**config.mk**
```make
export PLATFORM = sky130hd
export DESIGN_NAME = rsp_sequencer
export DESIGN_NICKNAME = d
export VERILOG_FILES = /design/src/verilog/rsp_pkg.sv /design/src/verilog/rsp_alarm_if.sv /design/src/verilog/rsp_alarm_timer.sv /design/src/verilog/rsp_sequencer.sv
export VERILOG_INCLUDE_DIRS = /design/src /design/src/verilog
export SDC_FILE = /design/constraint.sdc
export NUM_CORES = 2
export LEC_CHECK = 0
export BUFFER_PORTS_ARGS = -buffer_cell sky130_fd_sc_hd__buf_2
export CELL_PAD_IN_SITES_DETAIL_PLACEMENT = 0
export CELL_PAD_IN_SITES_GLOBAL_PLACEMENT = 1
export CORE_MARGIN = 8
export CORE_UTILIZATION = 31
export DETAILED_ROUTE_END_ITERATION = 6
export PLACE_DENSITY = 0.56
export REMOVE_ABC_BUFFERS = 1
export SLEW_MARGIN = 10
export SYNTH_ARGS = -nofsm -noshare
export SYNTH_HDL_FRONTEND = slang
export SYNTH_SLANG_ARGS = --single-unit
```
**constraint.sdc**
```tcl
create_clock -name clk -period 5.7 [get_ports clk]
set_input_delay 1.71 -clock clk [delete_from_list [all_inputs] [get_ports clk]]
set_output_delay 1.71 -clock clk [all_outputs]
set_load 0.05 [all_outputs]
```
**src/verilog/rsp_cfg.svh**
```systemverilog
`ifndef RSP_CFG_SVH
`define RSP_CFG_SVH

// ======================================================
// timing
`define RSP_CLK_NS        8
`define RSP_TICK_NS       1000
`define RSP_TICK_CYC      (`RSP_TICK_NS / `RSP_CLK_NS)

// ======================================================
// register byte offsets
`define RSP_OFF_CTRL      12'h000
`define RSP_OFF_CONFIG    12'h004
`define RSP_OFF_READY_SP  12'h008
`define RSP_OFF_ALM_TIME  12'h00C
`define RSP_OFF_STATUS    12'h010
`define RSP_OFF_SETPOINT  12'h014
`define RSP_OFF_ELAPSED   12'h018
`define RSP_OFF_SEG_BASE  12'h100
`define RSP_SEG_AREA_HI   11
`define RSP_SEG_AREA_LO   8
`define RSP_SEG_IDX_HI    6
`define RSP_SEG_IDX_LO    3
`define RSP_SEG_WORD_BIT  2
`define RSP_SEG_PAD_BIT   7

// ======================================================
// command bits (write one to act)
`define RSP_CMD_ASSIGN    0
`define RSP_CMD_RUN       1
`define RSP_CMD_HOLD      2
`define RSP_CMD_RESUME    3
`define RSP_CMD_RESET     4
`define RSP_CMD_ACK       5
`define RSP_CMD_UNASSIGN  6
`define RSP_CMD_TRIG_CLR  7

// ======================================================
// config fields
`define RSP_CFG_CYC_HI    6
`define RSP_CFG_CYC_LO    0
`define RSP_CFG_MEM       7
`define RSP_CFG_EVT_HI    15
`define RSP_CFG_EVT_LO    8
`define RSP_CFG_TLAT_HI   17
`define RSP_CFG_TLAT_LO   16

// ======================================================
// segment words
`define RSP_SEG_SP_HI     15
`define RSP_SEG_SP_LO     0
`define RSP_SEG_TOL_HI    23
`define RSP_SEG_TOL_LO    16
`define RSP_SEG_TOL_EN    24
`define RSP_SEG_TRG_HI    26
`define RSP_SEG_TRG_LO    25
`define RSP_SEG_LAST      27
`define RSP_SEG_DUR_HI    15
`define RSP_SEG_DUR_LO    0
`define RSP_SEG_EVT_HI    23
`define RSP_SEG_EVT_LO    16
`define RSP_TOL_MAX       8'd99

// ======================================================
// status fields
`define RSP_ST_MODE_HI    2
`define RSP_ST_MODE_LO    0
`define RSP_ST_SEG_HI     7
`define RSP_ST_SEG_LO     4
`define RSP_ST_ASSIGNED   8
`define RSP_ST_ALARM      9
`define RSP_ST_CYC_HI     22
`define RSP_ST_CYC_LO     16

// ======================================================
// reset values and misc constants
`define RSP_READY_SEG     4'h0
`define RSP_FIRST_SEG     4'h1
`define RSP_LAST_IDX      4'hF
`define RSP_CYC_ENDLESS   7'h00
`define RSP_RST_CONFIG    18'h00001
`define RSP_RST_ALM_TIME  16'h000A
`define RSP_TRG_NONE      2'h0
`define RSP_TRG_A         2'h1
`define RSP_TRG_B         2'h2

`endif

```
**src/verilog/rsp_pkg.sv**
```systemverilog
package rsp_pkg;

   typedef enum logic [2:0] {
      RSP_START    = 3'b000,
      RSP_RUN      = 3'b001,
      RSP_HOLD     = 3'b010,
      RSP_TOL_HOLD = 3'b011,
      RSP_WAIT     = 3'b100
   } rsp_mode_e;

   typedef struct packed {
      rsp_mode_e    mode;
      logic [3:0]   seg;
      logic         assigned;
      logic [15:0]  elapsed;
      logic [15:0]  dur;
      logic [15:0]  sp;
      logic [7:0]   tol;
      logic         tol_en;
      logic [1:0]   trig_sel;
      logic         last;
      logic [7:0]   events;
      logic [6:0]   cyc_cnt;
      logic [6:0]   tick_cnt;
      logic         tick;
      logic [1:0]   trig_latch;
      logic [17:0]  config_r;
      logic [15:0]  ready_sp;
      logic [15:0]  alm_time;
      logic         ack;
      logic         alarm_out;
      logic [31:0]  prdata;
      logic         pready;
      logic         pslverr;
   } rsp_state_s;

   typedef struct packed {
      logic [15:0]  cnt;
      logic         flag;
   } rsp_alm_s;

endpackage : rsp_pkg

```
**src/verilog/rsp_alarm_if.sv**
```systemverilog
interface rsp_alarm_if;
   logic         active;
   logic         ack;
   logic         tick;
   logic [15:0]  limit;
   logic         alarm;

   modport seq (output active, output ack, output tick, output limit, input alarm);
   modport alm (input active, input ack, input tick, input limit, output alarm);
endinterface : rsp_alarm_if

```
**src/verilog/rsp_alarm_timer.sv**
```systemverilog
`include "rsp_cfg.svh"

module rsp_alarm_timer (
   input  wire logic  clk,
   input  wire logic  ce,
   input  wire logic  rst_n,
   rsp_alarm_if.alm   alm
);

   rsp_pkg::rsp_alm_s  st_q;
   rsp_pkg::rsp_alm_s  st_d;

   always_comb begin
      st_d = st_q;
      if (alm.ack) begin
         st_d.cnt  = '0;
         st_d.flag = 1'b0;
      end else if (!alm.active) begin
         st_d.cnt = '0;
      end else if (st_q.cnt >= alm.limit) begin
         st_d.flag = 1'b1;
      end else if (alm.tick) begin
         st_d.cnt = st_q.cnt + 16'h0001;
      end
   end

   always_ff @(posedge clk or negedge rst_n) begin
      if (!rst_n) begin
         st_q <= '0;
      end else if (ce) begin
         st_q <= st_d;
      end
   end

   assign alm.alarm = st_q.flag;

endmodule : rsp_alarm_timer

```
**src/verilog/rsp_sequencer.sv**
```systemverilog
`include "rsp_cfg.svh"

module rsp_sequencer (
   input  wire logic         clk,
   input  wire logic         rst_n,
   input  wire logic         ce,
   input  wire logic         psel,
   input  wire logic         penable,
   input  wire logic         pwrite,
   input  wire logic [11:0]  paddr,
   input  wire logic [31:0]  pwdata,
   output logic [31:0]       prdata,
   output logic              pready,
   output logic              pslverr,
   input  wire logic [15:0]  pv,
   input  wire logic [1:0]   trig_in,
   input  wire logic         pwr_restore,
   output logic [15:0]       setpoint_out,
   output logic [7:0]        event_out,
   output logic              alarm_out
);

   // ======================================================
   // reset release
   logic        rst_m_q;
   logic        rst_s_q;

   always_ff @(posedge clk or negedge rst_n) begin
      if (!rst_n) begin
         rst_m_q <= 1'b0;
         rst_s_q <= 1'b0;
      end else begin
         rst_m_q <= 1'b1;
         rst_s_q <= rst_m_q;
      end
   end

   // ======================================================
   // helpers
   function automatic logic out_of_band(input logic [15:0] pv_i, input logic [15:0] sp_i,
                                        input logic [7:0] tol_i, input logic en_i);
      logic signed [17:0] lim;
      logic [7:0]         mag;
      lim = $signed({2'b00, sp_i}) + 18'($signed(tol_i));
      mag = tol_i[7] ? 8'(-tol_i) : tol_i;
      if (!en_i || mag > `RSP_TOL_MAX) begin
         return 1'b0;
      end else if (!tol_i[7]) begin
         return $signed({2'b00, pv_i}) > lim;
      end else begin
         return $signed({2'b00, pv_i}) < lim;
      end
   endfunction : out_of_band

   function automatic logic trig_met(input logic [1:0] sel, input logic [1:0] lvl,
                                     input logic [1:0] latch, input logic [1:0] lat_cfg);
      logic [1:0] v;
      v[0] = lat_cfg[0] ? latch[0] : lvl[0];
      v[1] = lat_cfg[1] ? latch[1] : lvl[1];
      unique case (sel)
         `RSP_TRG_NONE: return 1'b1;
         `RSP_TRG_A:    return v[0];
         `RSP_TRG_B:    return v[1];
         default: begin
            if (lat_cfg[0] != lat_cfg[1]) begin
               return lat_cfg[0] ? v[1] : v[0];
            end else begin
               return v[0] | v[1];
            end
         end
      endcase
   endfunction : trig_met

   // ======================================================
   // segment storage, index 0 is the ready segment
   logic [31:0]  seg_w0 [16];
   logic [31:0]  seg_w1 [16];

   rsp_pkg::rsp_state_s  st_q;
   rsp_pkg::rsp_state_s  st_d;

   logic          apb_wr;
   logic          apb_setup;
   logic          seg_area;
   logic [3:0]    seg_idx;
   logic [3:0]    ent_idx;
   logic [31:0]   ent_w0;
   logic [31:0]   ent_w1;
   logic          oob;
   localparam logic [11:0] SEG_BASE = `RSP_OFF_SEG_BASE;

   rsp_alarm_if   alm_if ();

   assign apb_setup = psel && !penable;
   assign apb_wr    = psel && penable && pwrite && st_q.pready;
   assign seg_area  = paddr[`RSP_SEG_AREA_HI:`RSP_SEG_AREA_LO] ==
                      SEG_BASE[`RSP_SEG_AREA_HI:`RSP_SEG_AREA_LO] && !paddr[`RSP_SEG_PAD_BIT];
   assign seg_idx   = paddr[`RSP_SEG_IDX_HI:`RSP_SEG_IDX_LO];
   assign oob       = out_of_band(pv, st_q.sp, st_q.tol, st_q.tol_en);

   // edits land in storage only; a running segment keeps its loaded copy
   always_ff @(posedge clk) begin
      if (ce && apb_wr && seg_area) begin
         if (paddr[`RSP_SEG_WORD_BIT]) begin
            seg_w1[seg_idx] <= pwdata;
         end else begin
            seg_w0[seg_idx] <= pwdata;
         end
      end
   end

   assign ent_w0 = seg_w0[ent_idx];
   assign ent_w1 = seg_w1[ent_idx];

   // ======================================================
   // next state
   always_comb begin
      logic        do_enter;
      logic        to_ready;
      logic [31:0] cmd;
      do_enter = 1'b0;
      to_ready = 1'b0;
      cmd      = '0;
      ent_idx  = st_q.seg;
      st_d     = st_q;
      st_d.ack = 1'b0;

      // tick prescaler
      st_d.tick = 1'b0;
      if (st_q.tick_cnt == 7'(`RSP_TICK_CYC - 1)) begin
         st_d.tick_cnt = '0;
         st_d.tick     = 1'b1;
      end else begin
         st_d.tick_cnt = st_q.tick_cnt + 7'h01;
      end

      // bus slave: answer prepared in setup, zero wait state
      st_d.pready = 1'b0;
      if (apb_setup) begin
         st_d.pready  = 1'b1;
         st_d.pslverr = 1'b0;
         st_d.prdata  = '0;
         if (seg_area) begin
            st_d.prdata = paddr[`RSP_SEG_WORD_BIT] ? seg_w1[seg_idx] : seg_w0[seg_idx];
         end else begin
            unique case (paddr)
               `RSP_OFF_CTRL:     st_d.prdata = '0;
               `RSP_OFF_CONFIG:   st_d.prdata = 32'(st_q.config_r);
               `RSP_OFF_READY_SP: st_d.prdata = 32'(st_q.ready_sp);
               `RSP_OFF_ALM_TIME: st_d.prdata = 32'(st_q.alm_time);
               `RSP_OFF_STATUS: begin
                  st_d.prdata[`RSP_ST_MODE_HI:`RSP_ST_MODE_LO] = st_q.mode;
                  st_d.prdata[`RSP_ST_SEG_HI:`RSP_ST_SEG_LO]   = st_q.seg;
                  st_d.prdata[`RSP_ST_ASSIGNED]                = st_q.assigned;
                  st_d.prdata[`RSP_ST_ALARM]                   = alm_if.alarm;
                  st_d.prdata[`RSP_ST_CYC_HI:`RSP_ST_CYC_LO]   = st_q.cyc_cnt;
               end
               `RSP_OFF_SETPOINT: st_d.prdata = 32'(st_q.sp);
               `RSP_OFF_ELAPSED:  st_d.prdata = 32'(st_q.elapsed);
               default:           st_d.pslverr = 1'b1;
            endcase
         end
      end
      if (apb_wr && !seg_area) begin
         unique case (paddr)
            `RSP_OFF_CTRL:     cmd = pwdata;
            `RSP_OFF_CONFIG:   st_d.config_r = pwdata[17:0];
            `RSP_OFF_READY_SP: st_d.ready_sp = pwdata[15:0];
            `RSP_OFF_ALM_TIME: st_d.alm_time = pwdata[15:0];
            default: ;
         endcase
      end

      // trigger latches: set wins over a clear in the same cycle
      if (cmd[`RSP_CMD_TRIG_CLR]) begin
         st_d.trig_latch = '0;
      end
      st_d.trig_latch = st_d.trig_latch | trig_in;
      st_d.ack = cmd[`RSP_CMD_ACK];
      st_d.alarm_out = alm_if.alarm && !st_q.ack;

      // operator commands, reset, ack and trigger clear from any mode, each other only from its one legal mode
      if (cmd[`RSP_CMD_RESET]) begin
         to_ready = 1'b1;
      end else if ((cmd[`RSP_CMD_ASSIGN] || cmd[`RSP_CMD_UNASSIGN]) &&
                   st_q.mode == rsp_pkg::RSP_START && st_q.seg == `RSP_READY_SEG) begin
         st_d.assigned = cmd[`RSP_CMD_ASSIGN];
         to_ready      = 1'b1;
      end else if (cmd[`RSP_CMD_RUN]) begin
         if (st_q.mode == rsp_pkg::RSP_START && st_q.seg == `RSP_READY_SEG &&
             st_q.assigned) begin
            st_d.cyc_cnt = '0;
            ent_idx      = `RSP_FIRST_SEG;
            do_enter     = 1'b1;
         end
      end else if (cmd[`RSP_CMD_HOLD]) begin
         if (st_q.mode == rsp_pkg::RSP_RUN) begin
            st_d.mode = rsp_pkg::RSP_HOLD;
         end
      end else if (cmd[`RSP_CMD_RESUME]) begin
         if (st_q.mode == rsp_pkg::RSP_HOLD) begin
            st_d.mode = rsp_pkg::RSP_RUN;
         end
      end else if (pwr_restore) begin
         if (st_q.mode != rsp_pkg::RSP_START) begin
            if (st_q.config_r[`RSP_CFG_MEM]) begin
               st_d.mode = rsp_pkg::RSP_RUN;
            end else begin
               to_ready = 1'b1;
            end
         end
      end else begin
         // profile sequencing; hold leaves every field untouched
         unique case (st_q.mode)
            rsp_pkg::RSP_START: ;
            rsp_pkg::RSP_HOLD:  ;
            rsp_pkg::RSP_WAIT: begin
               if (trig_met(st_q.trig_sel, trig_in, st_q.trig_latch,
                            st_q.config_r[`RSP_CFG_TLAT_HI:`RSP_CFG_TLAT_LO])) begin
                  st_d.mode = rsp_pkg::RSP_RUN;
               end
            end
            rsp_pkg::RSP_TOL_HOLD: begin
               if (!oob) begin
                  st_d.mode = rsp_pkg::RSP_RUN;
               end
            end
            rsp_pkg::RSP_RUN: begin
               if (oob) begin
                  st_d.mode = rsp_pkg::RSP_TOL_HOLD;
               end else if (st_q.elapsed >= st_q.dur) begin
                  if (st_q.last || st_q.seg == `RSP_LAST_IDX) begin
                     st_d.cyc_cnt = st_q.cyc_cnt + 7'h01;
                     if (st_q.config_r[`RSP_CFG_CYC_HI:`RSP_CFG_CYC_LO] != `RSP_CYC_ENDLESS &&
                         st_d.cyc_cnt >= st_q.config_r[`RSP_CFG_CYC_HI:`RSP_CFG_CYC_LO]) begin
                        to_ready = 1'b1;
                     end else begin
                        ent_idx  = `RSP_FIRST_SEG;
                        do_enter = 1'b1;
                     end
                  end else begin
                     ent_idx  = st_q.seg + 4'h1;
                     do_enter = 1'b1;
                  end
               end else if (st_q.tick) begin
                  st_d.elapsed = st_q.elapsed + 16'h0001;
               end
            end
            default: to_ready = 1'b1;
         endcase
      end

      if (to_ready) begin
         st_d.mode     = rsp_pkg::RSP_START;
         st_d.seg      = `RSP_READY_SEG;
         st_d.elapsed  = '0;
         st_d.sp       = st_q.ready_sp;
         st_d.events   = st_q.config_r[`RSP_CFG_EVT_HI:`RSP_CFG_EVT_LO];
         st_d.tol_en   = 1'b0;
         st_d.trig_sel = `RSP_TRG_NONE;
      end else if (do_enter) begin
         // fields copied now so later edits of this segment are not seen
         st_d.seg      = ent_idx;
         st_d.elapsed  = '0;
         st_d.sp       = ent_w0[`RSP_SEG_SP_HI:`RSP_SEG_SP_LO];
         st_d.tol      = ent_w0[`RSP_SEG_TOL_HI:`RSP_SEG_TOL_LO];
         st_d.tol_en   = ent_w0[`RSP_SEG_TOL_EN];
         st_d.trig_sel = ent_w0[`RSP_SEG_TRG_HI:`RSP_SEG_TRG_LO];
         st_d.last     = ent_w0[`RSP_SEG_LAST];
         st_d.dur      = ent_w1[`RSP_SEG_DUR_HI:`RSP_SEG_DUR_LO];
         st_d.events   = ent_w1[`RSP_SEG_EVT_HI:`RSP_SEG_EVT_LO];
         st_d.mode     = (ent_w0[`RSP_SEG_TRG_HI:`RSP_SEG_TRG_LO] == `RSP_TRG_NONE) ?
                         rsp_pkg::RSP_RUN : rsp_pkg::RSP_WAIT;
      end
   end

   // ======================================================
   // state register
   always_ff @(posedge clk or negedge rst_s_q) begin
      if (!rst_s_q) begin
         st_q          <= '0;
         st_q.mode     <= rsp_pkg::RSP_START;
         st_q.seg      <= `RSP_READY_SEG;
         st_q.config_r <= `RSP_RST_CONFIG;
         st_q.alm_time <= `RSP_RST_ALM_TIME;
      end else if (ce) begin
         st_q <= st_d;
      end
   end

   // ======================================================
   // tolerance alarm timer
   assign alm_if.active = (st_q.mode == rsp_pkg::RSP_TOL_HOLD);
   assign alm_if.ack    = st_q.ack;
   assign alm_if.tick   = st_q.tick;
   assign alm_if.limit  = st_q.alm_time;

   rsp_alarm_timer u_alarm (
      .clk   (clk),
      .ce    (ce),
      .rst_n (rst_s_q),
      .alm   (alm_if.alm)
   );

   assign prdata       = st_q.prdata;
   assign pready       = st_q.pready;
   assign pslverr      = st_q.pslverr;
   assign setpoint_out = st_q.sp;
   assign event_out    = st_q.events;
   assign alarm_out    = st_q.alarm_out;

endmodule : rsp_sequencer

```
# Word-level counts from Yosys, hierarchy flattened

Memories as Yosys holds them, arrays and structs flattened.
Index checks and enable logic that the tools add are counted.

Memory bits (read-only): 0
Memory bits (writable): 1024
Bits in registers: 198
Memories: 2
Bits in latches: 0
Output and inout port bits: 59

Bitwise operators: 5
Add/subtract/negate cells: 7
$mul: 0
Magnitude comparators: 6
Shift-type cells: 0
Eq/ne operators: 38
Divide/modulo/power cells: 0
Reduce and logical (&&, ||, !) cells: 52
Mux-type cells: 120

Memory list:

| name   | words | bits a word | rd ports | clocked after Yosys merged registers in | write ports | line                | source |
|---|---|---|---|---|---|---|---|
| seg_w0 | 16    | 32          | 2        | 0                                       | 1           | rsp_sequencer.sv:76 | `logic [31:0] seg_w0 [16];` |
| seg_w1 | 16    | 32          | 2        | 0                                       | 1           | rsp_sequencer.sv:77 | `logic [31:0] seg_w1 [16];` |

Operators by type and width:

| kind                                                                     | number |
|---|---|
| 16-bit 2-to-1 mux                                                        | 15 |
| 7-bit 2-to-1 mux                                                         | 12 |
| 68-bit 2-to-1 mux                                                        | 1 |
| 32-bit 2-to-1 mux                                                        | 2 |
| 1-bit 2-to-1 mux                                                         | 48 |
| 4-bit 2-to-1 mux                                                         | 12 |
| 3-bit 2-to-1 mux                                                         | 15 |
| 12-bit by 5-bit == test with 1-bit output (second input constant)        | 3 |
| 6-bit case mux with 6 select lines                                       | 1 |
| 16-bit by 1-bit adder with 16-bit output (second input constant)         | 2 |
| 16-bit greater-or-equal comparator                                       | 2 |
| 8-bit 2-to-1 mux                                                         | 4 |
| 6-bit case mux with 5 select lines                                       | 1 |
| 12-bit by 4-bit == test with 1-bit output (second input constant)        | 2 |
| 3-bit by 1-bit inequality test with 1-bit output (second input constant) | 8 |
| 11-bit AND reduction                                                     | 2 |
| 3-bit AND reduction                                                      | 7 |
| 17-bit by 8-bit adder with 18-bit output                                 | 1 |
| 17-bit by 18-bit > comparator with 1-bit output                          | 1 |
| 17-bit by 18-bit < comparator with 1-bit output                          | 1 |
| 3-bit case mux with 6 select lines                                       | 1 |
| 17-bit 2-to-1 mux                                                        | 1 |
| 7-bit by 1-bit adder with 7-bit output (second input constant)           | 2 |
| 1-bit logical AND                                                        | 14 |
| 44 further kinds                                                         | 70 |

# Depth between registers and ports, before layout

Depth after elaboration: 21
Mapped depth: 29
Gate-level depth less buffers: 25

# By module

From an unflattened synthesis, not the netlist that was laid out.

Cells, all modules: 4334
Area total of the unflattened synthesis: 58912.8 sq um

Modules (own cells, without submodules):

| module          | times used | cells each | sequential area each (sq um) | area each (sq um) |
|---|---|---|---|---|
| rsp_sequencer   | 1          | 4160       | 35282.6                      | 57366.3 |
| rsp_alarm_timer | 1          | 174        | 425.4                        | 1546.5 |

# Worst setup path before layout

No wires, ideal clock.

Path kind: input -> register
From: in paddr[4]
To: mem seg_w0[6][0] (enable)
Setup time: 421 ps
Buffers on the path: 5
Required time: 5279 ps
Slack: -26 ps
Stages: 8
Data arrival time: 5305 ps
Path through: buf_2 > buf_1 > buf_1 > clkbuf_1 > buf_1 > nor2b_1 > nand2_1 > nor2_1

RTL lines:

| item               | line                | source |
|---|---|---|
| start: declaration | rsp_sequencer.sv:10 | `input wire logic [11:0] paddr,` |
| end: declaration   | rsp_sequencer.sv:76 |  |

Straight into the memory's write port.

# Worst setup path after layout

From: reg st_q[115] in the netlist's numbering
To: reg st_q[151] in the netlist's numbering

Cells in the longest elaborated chain, start to end: 15

Ends and longest elaborated chain:

| item                                                                                             | line                 | source |
|---|---|---|
| start: declaration                                                                               | rsp_sequencer.sv:79  | `rsp_pkg::rsp_state_s st_q;` |
| start signal: assignment                                                                         | rsp_sequencer.sv:287 | `st_q <= st_d;` |
| parallel branches: the longest is 4 deep, another holds 17-bit by 8-bit adder with 18-bit output | -                    |  |
| 1-bit 2-to-1 mux (*)                                                                             | rsp_sequencer.sv:46  | `` if (!en_i \|\| mag > `RSP_TOL_MAX) begin `` |
| parallel branches: the longest is 10 deep, another holds memory 16 x 32 bit                      | -                    |  |

Every way passes the cells marked *.
A chain may end at the register's enable or synchronous reset.

==> flow_summary.ini <==
[status]
run_status = completed

[final_layout]
fin_area_um2 = 70300
final_nets = 4789
layout-drive-gt1-share = 0.258
area_growth_pct = 20.5
fin_util = 0.375

[clocking]
cts_buffer_depth = 3
path_clk_slew_ns = 0.06
clk_latency_ns = 0.79
ctsRootBufferMaster = clkbuf_16
cts_max_level = 4
cts_sinks = 1222
cts_tree = yes
cts_buffers = 143

[placed_design]
place_area_um2 = 64600
dpl.hpwl_um = 145000
post-place-ws_ns = -0.690
gp_congestion = 0.853
numPortBuffers = 127

[hold_path]
hold_path.class = flip-flop to asynchronous set/reset pin

[yosys]
synth_ff_type = edfxtp_1
synth_cells = 4315
synthesis.area_um2 = 58300
yosysTopAreaCell = edfxtp_1
synth-edff-count = 1024
synth_area_leaders = edfxtp_1, mux4_2, dfrtp_1, nand2_1, nand3_1
syn_area_per_cell_um2 = 13.5
yosysWarnings = 0
ys_ff_latch = 1222
yosysSeqAreaShare = 0.612
ys_types = 82
synth-async-reset-ratio = 0.162
yosys.area.top_type_share = 0.527

[sta]
max_freq_ghz = 0.180
fin_skew_ns = 0.0432
rsz0062_at_grt = true
final.min_clock_period_ns = 5.56
hold_violations = 0
worst_slew_pin_slew_ns = 1.22
slew_violations = 0
slew_headroom = 0.184
setup_viol = 0
fin_ws_ns = 0.141
period_share = 0.975

[detailed_routing]
drt_iter0_markers = 4938
topRoutingLayerUsed = met5
vias = 40689
route.met2.wl_um = 104000
via_per_inst = 5.61
first_pass_iters = 5
ant_nets = 0
avgRoutedWirePerCell_um = 30.9
totalWireLength_um = 224000
met3WireLength_um = 15800
met1Wirelength_um = 96700
post-route-drc-count = 0

[floorplanning]
io_pins = 128
die_h_um = 450
dieArea_um2 = 202000
core_area_um2 = 187000
core.rowCount = 159
die_w_um = 450
initial_core_util = 0.311

[power_and_ir_drop]
leakage_nw = 25.4
ir_drop_v = 0.000280
p_per_area_nw_per_um2 = 302
p_total_w = 0.0212

[global_route]
grt_antenna_before_repair = 14
grt_remaining_overflow = 0
grt_pass1_vias = 39820
grt_use_total = 0.213
grt_pass1_wl_um = 313000
grt_max_degree = 88

[setup_path]
cp_slowest_cell = dfrtp_2
critPathKind = flip-flop to flip-flop
end_kind = flip-flop
cp-start-kind = flip-flop
cp.required_ns = 6.39
slowest_delay_ns = 0.52
arrival_ns = 6.25
crit_path_max_fanout = 27

[flow_run]
max-cap-violations = 0
==> metal layers <==
layer / vias up / GRT usage
li1: 17232 / -
met1: 21343 / 0.298
met2: 1775 / 0.339
met3: 333 / 0.0343
met4: 6 / 0.0725
met5: - / 0
==> cell usage in the layout, fill, tap and decap left out, types with 13 or more instances in the layout <==
master / count
xnor2_1: 16
ha_1: 76
nor3_1: 33
a21o_1: 18
o21ai_1: 16
clkbuf_16: 148
nor2_1: 54
or3_1: 13
o21ai_0: 115
buf_4: 284
a32oi_1: 22
a211o_1: 17
dfrtp_1: 191
a311oi_1: 75
clkinv_2: 19
nor2_4: 35
mux2_2: 55
clkbuf_1: 45
o31ai_1: 15
a22oi_1: 37
buf_12: 89
and3_1: 98
clkinv_1: 19
nand2_1: 886
nand3_1: 300
buf_2: 123
mux2i_1: 85
a32o_1: 21
mux4_2: 321
nand2b_1: 16
edfxtp_1: 1024
inv_1: 73
nand4_1: 14
a31oi_1: 24
a21oi_1: 110
==> final cells by class <==
cell class	count	area, um2
flip-flops and latches	1222	35700
clock inverters	67	790
well taps	2495	3120
clock buffers	198	3910
fillers	17806	117000
repair buffers	525	5100
diodes	2	5.00
multi-input cells	2671	21300
inverters	76	289
==> synthesized netlist by cell type (4+ instances only) <==
cell and count:
a211o_1 19, a211oi_1 11, a21o_1 19, a21oi_1 120, a222oi_1 5, a22oi_1 38, a311oi_1 83, a31o_2 4
a31oi_1 24, a32o_1 21, a32oi_1 22, and2_1 11, and3_1 98, and4_1 6, buf_1 55, buf_2 57
buf_4 62, clkbuf_1 170, dfrtp_1 195, edfxtp_1 1024, ha_1 80, inv_1 75, mux2_2 55, mux2i_1 85
mux4_2 321, nand2_1 889, nand2b_1 19, nand3_1 302, nand4_1 14, nor2_1 90, nor2b_1 9, nor3_1 45
o211ai_1 6, o21a_1 5, o21ai_0 120, o21ai_1 14, o221ai_1 12, o22ai_1 4, o31ai_1 16, or2_2 4
or3_1 13, or4_1 9, xnor2_1 16, xor2_1 12
==> cells by family after synthesis <==
group | Yosys count | share of synthesized area
mux | 462 | 0.149
flops | 1222 | 0.612
fa+ha+maj | 81 | 0.0175
other cells | 1 | 0.0000643
buf+inv | 422 | 0.0325
xor+xnor | 28 | 0.00421
simple gates | 1523 | 0.116
compound gates | 576 | 0.0683
==> where the power goes <==
group / total [W] / leakage [nW] / switching, W / internal, W
registers: 0.00981 / 11.8 / 0.0000717 / 0.00973
logic: 0.00215 / 11.3 / 0.00130 / 0.000852
clock network: 0.00925 / 2.28 / 0.00390 / 0.00536
==> timing repair <==
item / in CTS / in global routing
gates resized for setup: 34 / 67
setup buffers: 3 / 25
endpoints found under the setup margin: 67 / 65
endpoints found under the hold margin: 0 / 0
pin swaps: 1 / 29
hold buffers: 0 / 0
cloned: 5 / 3
==> sequential cells by signal (all words and copies together), names as in the netlist <==
| name | cells |
|---|---|
| alarm_out | 1 |
| alm_if.ack | 1 |
| alm_if.limit | 16 |
| alm_if.tick | 1 |
| event_out | 8 |
| prdata | 32 |
| pready | 1 |
| pslverr | 1 |
| rst_m_q | 1 |
| rst_s_q | 1 |
| seg_w0 | 512 |
| seg_w1 | 512 |
| setpoint_out | 16 |
| st_q | 102 |
| u_alarm.alm.alarm | 1 |
| u_alarm.st_q | 16 |
==> worst max-delay path: cells and delay by family (launching register included) <==
| family | cells | cell delay [ns] |
|---|---|---|
| buf+inv | 5 | 0.82 |
| simple gates | 8 | 0.92 |
| flops | 1 | 0.52 |
| compound gates | 12 | 2.11 |
| xor+xnor | 1 | 0.14 |
| fa+ha+maj | 3 | 0.87 |
==> per-stage QoR <==
step                      hold WS [ns]  instances  setup TNS [ns]
after floorplan                  0.331       3969         -660.13
after global placement           0.236       6953          -15.13
after detailed placement         0.232       6953          -17.28
after CTS                        0.240       7226               0
after global routing             0.255       7254           -1.15
final                            0.226       7256               0
==> path summary, 6_finish.rpt <==
| check | from | endpoint | slack [ns] | cells past startpoint |
|---|---|---|---|---|
| max reg2reg | st_q[115] | st_q[151] | 0.14 | 29 |
| max | st_q[115] | st_q[151] | 0.14 | 29 |
| min | rst_s_q | u_alarm.alm.alarm | 0.23 | 0 |
| max in group asynchronous | rst_s_q | prdata[29] | 4.27 | 1 |
| min in group clk | rst_m_q | rst_s_q | 0.36 | 0 |
| min reg2reg | rst_s_q | u_alarm.alm.alarm | 0.23 | 0 |
No activity file was read; power rests on OpenSTA's default activity.
